$ cat config.mk
export PLATFORM = sky130hd
export DESIGN_NAME = tlsf_top
export DESIGN_NICKNAME = d
export VERILOG_FILES = /design/src/tlsf_pkg.sv /design/src/tlsf_top.sv
export SDC_FILE = /design/constraint.sdc
export NUM_CORES = 1
export LEC_CHECK = 0
export ABC_AREA = 1
export BUFFER_PORTS_ARGS = -buffer_cell sky130_fd_sc_hd__buf_2
export CORE_MARGIN = 2
export CORE_UTILIZATION = 54
export DETAILED_ROUTE_END_ITERATION = 8
export GPL_ROUTABILITY_DRIVEN = 1
export PLACE_DENSITY = 0.78
export SYNTH_ARGS = -nofsm -noshare
export SYNTH_HDL_FRONTEND = slang
export SYNTH_SLANG_ARGS = --single-unit
$ cat constraint.sdc
create_clock -name CLK_SYS_IN -period 7.5 [get_ports CLK_SYS_IN]
set_input_delay 1.5 -clock CLK_SYS_IN [delete_from_list [all_inputs] [get_ports CLK_SYS_IN]]
set_output_delay 1.5 -clock CLK_SYS_IN [all_outputs]
set_load 0.02 [all_outputs]
$ cat src/tlsf_pkg.sv
package tlsf_pkg;
  // setting width and range, in percent of rated torque
  localparam int          PCT_W        = 16;
  localparam logic [15:0] PCT_MAX      = 16'h0320;
  // reset values
  localparam logic [15:0] RST_SEL      = 16'h0000;
  localparam logic [15:0] RST_INT_LIM  = 16'h0320;
  localparam logic [15:0] RST_EXT_LIM  = 16'h0064;
  localparam logic [15:0] RST_MOT_MAX  = 16'h0320;
  // register byte offsets
  localparam logic [7:0]  OFS_SEL      = 8'h00;
  localparam logic [7:0]  OFS_FWD_INT  = 8'h04;
  localparam logic [7:0]  OFS_REV_INT  = 8'h08;
  localparam logic [7:0]  OFS_FWD_EXT  = 8'h0c;
  localparam logic [7:0]  OFS_REV_EXT  = 8'h10;
  localparam logic [7:0]  OFS_MOT_MAX  = 8'h14;
  localparam logic [7:0]  OFS_IRQ_STS  = 8'h18;
  localparam logic [7:0]  OFS_IRQ_MSK  = 8'h1c;
  localparam logic [7:0]  OFS_IN_MON   = 8'h20;
  localparam logic [7:0]  OFS_OUT_MON  = 8'h24;
  localparam logic [7:0]  OFS_EFF_LIM  = 8'h28;
  // field positions
  localparam int          SEL_DIG_LSB  = 0;
  localparam int          MON_FWD_BIT  = 6;
  localparam int          MON_REV_BIT  = 7;
  localparam int          IRQ_RISE_BIT = 0;
  localparam int          IRQ_FALL_BIT = 1;
  localparam int          IRQ_W        = 2;
  // axi responses
  localparam logic [1:0]  RESP_OKAY    = 2'h0;
  localparam logic [1:0]  RESP_SLVERR  = 2'h2;

  // lowest digit of the second output selection
  typedef enum logic [3:0] {
    ROUTE_NONE  = 4'h0,
    ROUTE_ONE   = 4'h1,
    ROUTE_TWO   = 4'h2,
    ROUTE_THREE = 4'h3
  } tlsf_route_e;

  // forward and reverse limits travelling together
  typedef struct packed {
    logic [PCT_W-1:0] fwd;
    logic [PCT_W-1:0] rev;
  } tlsf_limits_s;
endpackage

$ cat src/tlsf_top.sv
// Added by the designer: the AXI4-Lite register port and the register offsets.
`timescale 1ns/1ns
// Behaviour
// - flag asserted while reference exceeds limit
// - flag released when reference within limit
// - output circuits active low
// - route digit zero drives no circuit
// - route digit 1..3 selects circuit
// - shared circuit ORs all signals
// - forward input low applies forward external
// - forward input high ignores forward external
// - reverse input low applies reverse external
// - reverse input high ignores reverse external
// - forward external 0..800, default 100
// - reverse external 0..800, default 100
// - compared limit: lower of internal and active external
// - monitors show inputs at 6,7 and outputs
// - settings are percent of rated torque
// - internal limits 0..800, default 800
// - limit capped at motor maximum torque
module tlsf_top #(
  parameter int NUM_CIRC = 3
) (
  input  wire logic        CLK_SYS_IN,
  input  wire logic        SYS_RST_IN,
  input  wire logic [15:0] TORQUE_REF_IN,
  input  wire logic        FWD_EXT_LIMIT_N_IN,
  input  wire logic        REV_EXT_LIMIT_N_IN,
  input  wire logic [NUM_CIRC-1:0] OTHER_CIRCUIT_IN,
  output logic [NUM_CIRC-1:0] OUT_CIRCUIT_N_OUT,
  output logic [15:0]      FWD_LIMIT_OUT,
  output logic [15:0]      REV_LIMIT_OUT,
  output logic             IRQ_OUT,
  input  wire logic [7:0]  AWADDR,
  input  wire logic        AWVALID,
  output logic             AWREADY,
  input  wire logic [31:0] WDATA,
  input  wire logic [3:0]  WSTRB,
  input  wire logic        WVALID,
  output logic             WREADY,
  output logic [1:0]       BRESP,
  output logic             BVALID,
  input  wire logic        BREADY,
  input  wire logic [7:0]  ARADDR,
  input  wire logic        ARVALID,
  output logic             ARREADY,
  output logic [31:0]      RDATA,
  output logic [1:0]       RRESP,
  output logic             RVALID,
  input  wire logic        RREADY
);
  // route digit is four bits, so at most fifteen circuits
  if (NUM_CIRC < 3 || NUM_CIRC > 15) begin : g_bad_num_circ
    $error("NUM_CIRC must be 3 to 15");
  end

  typedef logic [15:0] tlsf_pct_t;

  // settings and state
  tlsf_pct_t                  sel_r, fwd_int_r, rev_int_r;
  tlsf_pct_t                  fwd_ext_r, rev_ext_r, mot_max_r;
  logic [tlsf_pkg::IRQ_W-1:0] sts_r, msk_r;
  logic                       flag_r, irq_r;
  logic [NUM_CIRC-1:0]        circ_n_r;
  tlsf_pkg::tlsf_limits_s     eff_r;
  logic                       fwd_on_r, rev_on_r;

  // bus state
  logic        awrdy_r, wrdy_r, bvalid_r, ardy_r, rvalid_r;
  logic        aw_hold_r, w_hold_r;
  logic [7:0]  awaddr_r;
  logic [31:0] wdata_r, rdata_r;
  logic [3:0]  wstrb_r;
  logic [1:0]  bresp_r, rresp_r;

  // write channel handshakes, address and data in either order
  wire         aw_hs    = AWVALID & awrdy_r;
  wire         w_hs     = WVALID & wrdy_r;
  wire         have_aw  = aw_hold_r | aw_hs;
  wire         have_w   = w_hold_r | w_hs;
  wire         do_wr    = have_aw & have_w;
  wire [7:0]   wa       = aw_hs ? AWADDR : awaddr_r;
  wire [31:0]  wd       = w_hs ? WDATA : wdata_r;
  wire [3:0]   ws       = w_hs ? WSTRB : wstrb_r;
  wire         aw_h_nxt = have_aw & ~do_wr;
  wire         w_h_nxt  = have_w & ~do_wr;
  wire         bv_nxt   = do_wr | (bvalid_r & ~BREADY);
  wire         ar_hs    = ARVALID & ardy_r;
  wire         rv_nxt   = ar_hs | (rvalid_r & ~RREADY);

  // write address decode
  wire wr_sel  = do_wr & (wa == tlsf_pkg::OFS_SEL);
  wire wr_fint = do_wr & (wa == tlsf_pkg::OFS_FWD_INT);
  wire wr_rint = do_wr & (wa == tlsf_pkg::OFS_REV_INT);
  wire wr_fext = do_wr & (wa == tlsf_pkg::OFS_FWD_EXT);
  wire wr_rext = do_wr & (wa == tlsf_pkg::OFS_REV_EXT);
  wire wr_max  = do_wr & (wa == tlsf_pkg::OFS_MOT_MAX);
  wire wr_sts  = do_wr & (wa == tlsf_pkg::OFS_IRQ_STS);
  wire wr_msk  = do_wr & (wa == tlsf_pkg::OFS_IRQ_MSK);
  wire wr_ok   = wr_sel | wr_fint | wr_rint | wr_fext | wr_rext |
                 wr_max | wr_sts | wr_msk;

  // byte-lane merge of a 16-bit setting
  function automatic tlsf_pct_t merge(tlsf_pct_t old,
                                      logic [31:0] d,
                                      logic [3:0] s);
    merge = {s[1] ? d[15:8] : old[15:8], s[0] ? d[7:0] : old[7:0]};
  endfunction

  // internal and external limit settings saturate at the top of their range
  function automatic tlsf_pct_t sat(tlsf_pct_t v);
    sat = (v > tlsf_pkg::PCT_MAX) ? tlsf_pkg::PCT_MAX : v;
  endfunction

  function automatic tlsf_pct_t min2(tlsf_pct_t a, tlsf_pct_t b);
    min2 = (a < b) ? a : b;
  endfunction

  wire tlsf_pct_t fint_wv = sat(merge(fwd_int_r, wd, ws));
  wire tlsf_pct_t rint_wv = sat(merge(rev_int_r, wd, ws));
  wire tlsf_pct_t fext_wv = sat(merge(fwd_ext_r, wd, ws));
  wire tlsf_pct_t rext_wv = sat(merge(rev_ext_r, wd, ws));

  // external inputs, active low
  wire fwd_on = ~FWD_EXT_LIMIT_N_IN;
  wire rev_on = ~REV_EXT_LIMIT_N_IN;

  // limits in force, percent of rated torque
  wire tlsf_pct_t fwd_cap = min2(fwd_int_r, mot_max_r);
  wire tlsf_pct_t rev_cap = min2(rev_int_r, mot_max_r);
  wire tlsf_pct_t fext_cap = min2(fwd_ext_r, mot_max_r);
  wire tlsf_pct_t rext_cap = min2(rev_ext_r, mot_max_r);
  wire tlsf_pct_t fwd_eff = fwd_on ? min2(fwd_cap, fext_cap)
                                   : fwd_cap;
  wire tlsf_pct_t rev_eff = rev_on ? min2(rev_cap, rext_cap)
                                   : rev_cap;

  // reference magnitude, sign gives direction
  wire        ref_neg = TORQUE_REF_IN[15];
  wire [16:0] ref_mag = ref_neg ? (17'h00000 - {1'b1, TORQUE_REF_IN})
                                : {1'b0, TORQUE_REF_IN};
  wire        lim_hit = ref_neg ? (ref_mag > {1'b0, rev_eff})
                                : (ref_mag > {1'b0, fwd_eff});

  // route digit and circuit drive
  wire [3:0] route = sel_r[tlsf_pkg::SEL_DIG_LSB +: 4];
  logic [NUM_CIRC-1:0] circ_n_nxt;
  genvar gi;
  generate
    for (gi = 0; gi < NUM_CIRC; gi++) begin : g_circ
      assign circ_n_nxt[gi] = ~((lim_hit & (route == 4'(gi + 1))) |
                                OTHER_CIRCUIT_IN[gi]);
    end
  endgenerate

  // interrupt status, set beats clear
  wire [1:0] ev      = {flag_r & ~lim_hit, lim_hit & ~flag_r};
  wire [1:0] sts_nxt = (sts_r & ~(wr_sts ? wd[1:0] : 2'h0)) | ev;
  wire [1:0] msk_nxt = wr_msk ? wd[1:0] : msk_r;

  // monitors
  wire [31:0] in_mon  = {24'h000000, rev_on_r, fwd_on_r,
                         6'h00};
  wire [31:0] out_mon = {28'h0000000, flag_r,
                         3'(~circ_n_r[2:0])};

  // read decode
  wire [7:0]  ra = ARADDR;
  wire        rd_ok = (ra <= tlsf_pkg::OFS_EFF_LIM) & (ra[1:0] == 2'h0);
  wire [31:0] rd_mux =
    (ra == tlsf_pkg::OFS_SEL)     ? {16'h0000, sel_r} :
    (ra == tlsf_pkg::OFS_FWD_INT) ? {16'h0000, fwd_int_r} :
    (ra == tlsf_pkg::OFS_REV_INT) ? {16'h0000, rev_int_r} :
    (ra == tlsf_pkg::OFS_FWD_EXT) ? {16'h0000, fwd_ext_r} :
    (ra == tlsf_pkg::OFS_REV_EXT) ? {16'h0000, rev_ext_r} :
    (ra == tlsf_pkg::OFS_MOT_MAX) ? {16'h0000, mot_max_r} :
    (ra == tlsf_pkg::OFS_IRQ_STS) ? {30'h0, sts_r} :
    (ra == tlsf_pkg::OFS_IRQ_MSK) ? {30'h0, msk_r} :
    (ra == tlsf_pkg::OFS_IN_MON)  ? in_mon :
    (ra == tlsf_pkg::OFS_OUT_MON) ? out_mon :
    (ra == tlsf_pkg::OFS_EFF_LIM) ? {eff_r.rev, eff_r.fwd} :
                                    32'h00000000;

  // write channel registers
  always_ff @(posedge CLK_SYS_IN or posedge SYS_RST_IN) begin
    if (SYS_RST_IN) begin
      aw_hold_r <= 1'b0;
      w_hold_r  <= 1'b0;
      awrdy_r   <= 1'b0;
      wrdy_r    <= 1'b0;
      bvalid_r  <= 1'b0;
      bresp_r   <= tlsf_pkg::RESP_OKAY;
      awaddr_r  <= 8'h00;
      wdata_r   <= 32'h00000000;
      wstrb_r   <= 4'h0;
    end else begin
      aw_hold_r <= aw_h_nxt;
      w_hold_r  <= w_h_nxt;
      awrdy_r   <= ~aw_h_nxt & ~bv_nxt;
      wrdy_r    <= ~w_h_nxt & ~bv_nxt;
      bvalid_r  <= bv_nxt;
      if (aw_hs) awaddr_r <= AWADDR;
      if (w_hs) wdata_r <= WDATA;
      if (w_hs) wstrb_r <= WSTRB;
      if (do_wr) bresp_r <= wr_ok ? tlsf_pkg::RESP_OKAY
                                  : tlsf_pkg::RESP_SLVERR;
    end
  end

  // read channel registers
  always_ff @(posedge CLK_SYS_IN or posedge SYS_RST_IN) begin
    if (SYS_RST_IN) begin
      ardy_r   <= 1'b0;
      rvalid_r <= 1'b0;
      rdata_r  <= 32'h00000000;
      rresp_r  <= tlsf_pkg::RESP_OKAY;
    end else begin
      ardy_r   <= ~rv_nxt;
      rvalid_r <= rv_nxt;
      if (ar_hs) rdata_r <= rd_ok ? rd_mux : 32'h00000000;
      if (ar_hs) rresp_r <= rd_ok ? tlsf_pkg::RESP_OKAY
                                  : tlsf_pkg::RESP_SLVERR;
    end
  end

  // settings
  always_ff @(posedge CLK_SYS_IN or posedge SYS_RST_IN) begin
    if (SYS_RST_IN) begin
      sel_r     <= tlsf_pkg::RST_SEL;
      fwd_int_r <= tlsf_pkg::RST_INT_LIM;
      rev_int_r <= tlsf_pkg::RST_INT_LIM;
      fwd_ext_r <= tlsf_pkg::RST_EXT_LIM;
      rev_ext_r <= tlsf_pkg::RST_EXT_LIM;
      mot_max_r <= tlsf_pkg::RST_MOT_MAX;
      msk_r     <= 2'h0;
    end else begin
      if (wr_sel) sel_r <= merge(sel_r, wd, ws);
      if (wr_fint) fwd_int_r <= fint_wv;
      if (wr_rint) rev_int_r <= rint_wv;
      if (wr_fext) fwd_ext_r <= fext_wv;
      if (wr_rext) rev_ext_r <= rext_wv;
      if (wr_max) mot_max_r <= merge(mot_max_r, wd, ws);
      msk_r <= msk_nxt;
    end
  end

  // flag, circuits, limits, interrupt
  always_ff @(posedge CLK_SYS_IN or posedge SYS_RST_IN) begin
    if (SYS_RST_IN) begin
      flag_r   <= 1'b0;
      circ_n_r <= '1;
      eff_r    <= '0;
      fwd_on_r <= 1'b0;
      rev_on_r <= 1'b0;
      sts_r    <= 2'h0;
      irq_r    <= 1'b0;
    end else begin
      flag_r   <= lim_hit;
      circ_n_r <= circ_n_nxt;
      eff_r    <= '{fwd: fwd_eff, rev: rev_eff};
      fwd_on_r <= fwd_on;
      rev_on_r <= rev_on;
      sts_r    <= sts_nxt;
      irq_r    <= |(sts_nxt & msk_nxt);
    end
  end

  assign OUT_CIRCUIT_N_OUT = circ_n_r;
  assign FWD_LIMIT_OUT     = eff_r.fwd;
  assign REV_LIMIT_OUT     = eff_r.rev;
  assign IRQ_OUT           = irq_r;
  assign AWREADY           = awrdy_r;
  assign WREADY            = wrdy_r;
  assign BVALID            = bvalid_r;
  assign BRESP             = bresp_r;
  assign ARREADY           = ardy_r;
  assign RVALID            = rvalid_r;
  assign RDATA             = rdata_r;
  assign RRESP             = rresp_r;

  // checks start one cycle after reset so $past sees run values
  logic chk_live_r;
  always_ff @(posedge CLK_SYS_IN or posedge SYS_RST_IN) begin
    if (SYS_RST_IN) begin
      chk_live_r <= 1'b0;
    end else begin
      chk_live_r <= 1'b1;
    end
  end
endmodule // tlsf_top

Yosys cells after proc, flatten, opt, wreduce, memory -nomap -nowiden. Cells that the tools add are included.

Reductions and logical operators: 8. Magnitude comparators: 13. Multiplexer cells: 41. Equal/unequal tests: 20. Bitwise operators: 57. $add $sub $neg: 1.

Operator list (count): $mux W32 (12); $mux W16 (13); $lt A16 B16 Y1 (6); $mux W8 (9); $eq A8 B5 Y1 const B (8); $gt A16 B10 Y1 const B (4); $gt A17 B16 Y1 (2); $eq A8 B4 Y1 const B (4); $and A1 B1 Y1 (24); $eq A8 B6 Y1 const B (3); $mux W17 (1); $sub A1 B17 Y17 const A (1); $eq A8 B3 Y1 const B (2); $logic_not A8 Y1 (2); $not A1 Y1 (14); $or A1 B1 Y1 (14); $mux W2 (5); $eq A4 B2 Y1 const B (2); $le A8 B6 Y1 const B (1); $reduce_and A2 Y1 (4); $and A2 B2 Y2 (2); $eq A4 B1 Y1 const B (1); $not A3 Y3 (1); $logic_not A2 Y1 (1); other kinds (4) (4).

Bits of input ports: 80. Flip-flop bits (word level): 208.

Depth between registers and ports, before layout.
Depth after elaboration: 13. Mapped depth: 41.

Least setup slack after synthesis. OpenSTA, ideal clock, no wires.

Path type: reg-to-reg. From: reg mot_max_r[9]. To: reg irq_r, in the netlist IRQ_OUT. Clock period less this slack: 4.844 ns. Library setup time: 0.065 ns. Arrival time: 4.780 ns. Data required time: 7.435 ns. Stages on the path, launching flop included: 28. Slack: 2.656 ns. Path through: dfstp_2 inv_1 ha_1 nand2_1 nor4_1 nand2_2 nand2_1 clkbuf_1 buf_2 nand2_1 o21ai_0 ha_1 a21oi_1 nor2_1 a2111oi_0 nand2_2 buf_2 nand3_1 nand2_1 ha_1 a21o_1 a221oi_1 o211ai_1 nand3_1 nand2_1 o21ai_0 nand2_1 nand2_1.

Longest elaborated chain between the ends: 12. Elaborated cells on any way between the ends: 23.

RTL lines: start: declaration (line tlsf_top.sv:61) `tlsf_pct_t fwd_ext_r, rev_ext_r, mot_max_r;`; start signal: assignment (line tlsf_top.sv:234) `mot_max_r <= tlsf_pkg::RST_MOT_MAX;`; start signal: assignment (line tlsf_top.sv:242) `if (wr_max) mot_max_r <= merge(mot_max_r, wd, ws);`; $lt A16 B16 Y1 (line tlsf_top.sv:116) `min2 = (a < b) ? a : b;`; $mux W16 (line tlsf_top.sv:116); $lt A16 B16 Y1 (line tlsf_top.sv:116); $mux W16 (line tlsf_top.sv:116); $mux W16, on equally long branches (line tlsf_top.sv:133, tlsf_top.sv:135); $gt A17 B16 Y1, on equally long branches (line tlsf_top.sv:143, tlsf_top.sv:142); $mux W1 * (line tlsf_top.sv:142) `wire lim_hit = ref_neg ? (ref_mag > {1'b0, rev_eff})`; named net lim_hit (line tlsf_top.sv:142); $not A1 Y1 * (line tlsf_top.sv:157) `wire [1:0] ev = {flag_r & ~lim_hit, lim_hit & ~flag_r};`; $and A1 B1 Y1 * (line tlsf_top.sv:157); $or A2 B2 Y2 * (line tlsf_top.sv:158) `wire [1:0] sts_nxt = (sts_r & ~(wr_sts ? wd[1:0] : 2'h0)) | ev;`; named net sts_nxt[1] (line tlsf_top.sv:158); $and A2 B2 Y2 * (line tlsf_top.sv:264) `irq_r <= |(sts_nxt & msk_nxt);`; $reduce_or A2 Y1 * (line tlsf_top.sv:264); end signal: assignment (line tlsf_top.sv:264); end: declaration (line tlsf_top.sv:63) `logic flag_r, irq_r;`.

Mark *: on every way through the listed nets, which the timed path passes. The rest lies on a longest branch. A chain may end at the register's enable or synchronous reset.

Worst setup path after layout.
From: reg mot_max_r[15]. To: reg irq_r, in the netlist IRQ_OUT.

Same word-level chain as after synthesis.

==> results.toml <==
[cells_and_area]
layout.cells.non_filler = 2322
num-nets-final = 2175
antenna-diode-count = 0
final_common_cell = "nand2_1"
syn_to_final_growth_pct = 12.31
final_area_mm2 = 0.01554
most-common-layout-cells = "nand2_1, inv_1, o21ai_0"
drive_gt1_share_pct = 12.40

[global_route]
antenna_found_initial = 2
grt_pass1_wl_um = 67010
grt.overflow.total = 0
first_global_vias = 12677
grt_usage_pct = 32.24
grt_max_degree = 79

[power]
p_total_uw = 7586
vdd_drop_max_uv = 676.6
powerDensity_mw_per_mm2 = 488.1
p_leak_uw = 0.007974

[cts]
cts_hold_buf = 0
cts_setup_buffers = 0
htreeDepth = 1
cts_sinks = 206
cts.clk_slew.worst_paths_ns = 0.06
cts_tree = "built"
clk_latency_ns = 0.54
cts_root_buf = "clkbuf_16"
numCtsBuffers = 24
clockBufferDepth = 3
cts_resized = 0

[worst_setup_path]
max_stage_delay_ns = 0.64
cp_common_cell = "nand2_1"
cp-start-kind = "register"
cp.required_ns = 7.93
cpMaxStageDelayCell = "nand2_1"
path_buf_inv = 5
critical_path.max_fanout = 31
critPathTopFamily = "compound AO/OA/AOI/OAI gates"
critical_path_arrival_ns = 7.22
endpoint_kind = "register"
path_class = "reg -> reg"

[synthesis]
synth_edf_count = 0
synth_top_flop_cell = "dfrtp_1"
synthCells = 1868
yosysWarnings = 0
ys_seq_area_share_pct = 37.41
ys_types = 60
ys_ff_latch = 206
syn_area_mm2 = 0.01384
postSynthAreaPerCell_um2 = 7.409
async_reset_ff_share_pct = 100.0

[placement]
io_buffers = 136
dp_hpwl_um = 33530
placed_area_mm2 = 0.01471
routabilityCongestion = 0.9845
dp_slack_ns = 0.9501
dp.cells = 2278

[sta]
fin_crit_sh_pct = 90.52
setup_slack_ns = 0.7110
post-route-min-period_ns = 6.789
fin_tns_setup_ns = 0
grt_setup_unrepaired = "no"
fmax_mhz = 147.3
worstMarginPinSlew_ns = 1.090
relSlewSlack_pct = 27.31
setup_viol = 0
final-hold-violation-count = 0
finClkSkew_ns = 0.03732
slew_viol_final = 0

[drt]
wl_per_cell_um = 18.54
drt-initial-drc-count = 1239
route.detailed.drc = 0
drt-vias-per-instance = 5.704
drt-total-wl_um = 43040
ant_nets = 0
vias = 13245
firstDrtPassIters = 6

[floorplanning]
floorplan.initialDensity_pct = 54.96
die_w_um = 164.1
row_count = 58
die_y_um = 164.1
io_pins = 157
coreArea_mm2 = 0.02518
dieArea_mm2 = 0.02693

[status]
status = "finished, final reports clean"

[flow_run]
cap_violations = 0

[hold_path]
hold_class = "reg -> reg"
## layout make-up
type / count / area [um2]
Timing Repair Buffer: 151 / 805.8
Clock inverter: 12 / 146.4
Tap cell: 330 / 412.9
Fill cell: 2225 / 9638
Inverter: 236 / 895.9
Clock buffer: 32 / 691.9
Sequential cell: 206 / 5177
Multi-Input combinational cell: 1355 / 7413
## Yosys cell counts, drive strengths merged, types with 3 or more instances
cell,instances,area (um2)
a21o,4,30.03
a21oi,81,420.4
a221oi,8,70.07
a31oi,5,46.29
a32o,15,150.1
and2,11,68.82
buf,43,265.3
clkbuf,29,108.9
dfrtp,188,4705
dfstp,18,473.0
ha,121,1514
inv,234,880.8
mux2i,4,40.04
nand2,501,1913
nand3,123,630.6
nand4,9,56.30
nor2,123,466.7
nor3,21,121.4
nor4,7,43.79
o211ai,9,67.56
o21a,3,22.52
o21ai,243,1216
o221ai,6,52.55
o22ai,17,106.4
o31ai,5,37.54
o32ai,3,26.28
or2,4,25.02
xor2,10,87.58
## stage by stage
step	hold slack, ns	util (%)
5_1_grt	0.4811	61.73
6_report	0.4538	61.73
4_1_cts	0.4584	61.73
3_5_place_dp	0.4498	58.40
2_1_floorplan	0.4453	-
3_3_place_gp	0.4422	58.40
## power by group
part | switching, uW | internal [uW] | leakage, uW
logic | 3300 | 1510 | 0.00511
clock network | 488 | 752 | 0.000407
registers | 164 | 1380 | 0.00246
## routing by layer
| metal | wire length (um) | track usage (%) |
|---|---|---|
| met3 | 2997 | 3.939 |
| met4 | 1884 | 12.28 |
| met5 | 0 | 0 |
| met1 | 18080 | 42.35 |
| met2 | 20080 | 54.49 |
## sequential cells by signal, indices dropped and copies added (netlist names), 2 cells and up
register           cells
msk_r                  2
sel_r                 16
rev_ext_r             16
fwd_int_r             16
awaddr_r               8
FWD_LIMIT_OUT         16
REV_LIMIT_OUT         16
fwd_ext_r             16
OUT_CIRCUIT_N_OUT      3
RDATA                 32
mot_max_r             16
wstrb_r                2
rev_int_r             16
wdata_r               16
sts_r                  2
## final timing paths
check                      cells past startpoint                   endpoint  slack, ns                 startpoint
hold reg to reg                                1          ARREADY$_DFF_PP0_       0.45           RVALID$_DFF_PP0_
hold / removal                                 1          ARREADY$_DFF_PP0_       0.45           RVALID$_DFF_PP0_
max in group asynchronous                      3  fwd_int_r[10]$_DFFE_PP0P_       5.00                 SYS_RST_IN
min in group asynchronous                      2       wdata_r[0]$_DFF_PP0_       1.02                 SYS_RST_IN
setup reg to reg                              30          IRQ_OUT$_DFF_PP0_       0.71  mot_max_r[15]$_DFFE_PP0P_
setup / recovery                              30          IRQ_OUT$_DFF_PP0_       0.71  mot_max_r[15]$_DFFE_PP0P_
## worst reg2reg max path, delay by kind of cell (launching register included)
| kind | cells | cell delay, ns |
|---|---|---|
| buffers and inverters | 5 | 0.70 |
| AO/OA/AOI/OAI | 9 | 2.34 |
| adder cells (fa/ha/maj) | 3 | 0.98 |
| AND/OR/NAND/NOR | 13 | 2.20 |
| flip-flops | 1 | 0.49 |
## cells by family (layout without fill, tap and decap cells)
group / Yosys count / in the layout / share of synthesized area [%]
compound gates: 414 / 414 / 17.21
xor+xnor: 12 / 12 / 0.7594
fa+ha+maj: 121 / 121 / 10.94
buf+inv: 308 / 431 / 9.122
flops: 206 / 206 / 37.41
mux: 4 / 4 / 0.2893
other cells: 1 / 2 / 0.02710
simple gates: 802 / 802 / 24.24
(Power assumes the default switching activity.)
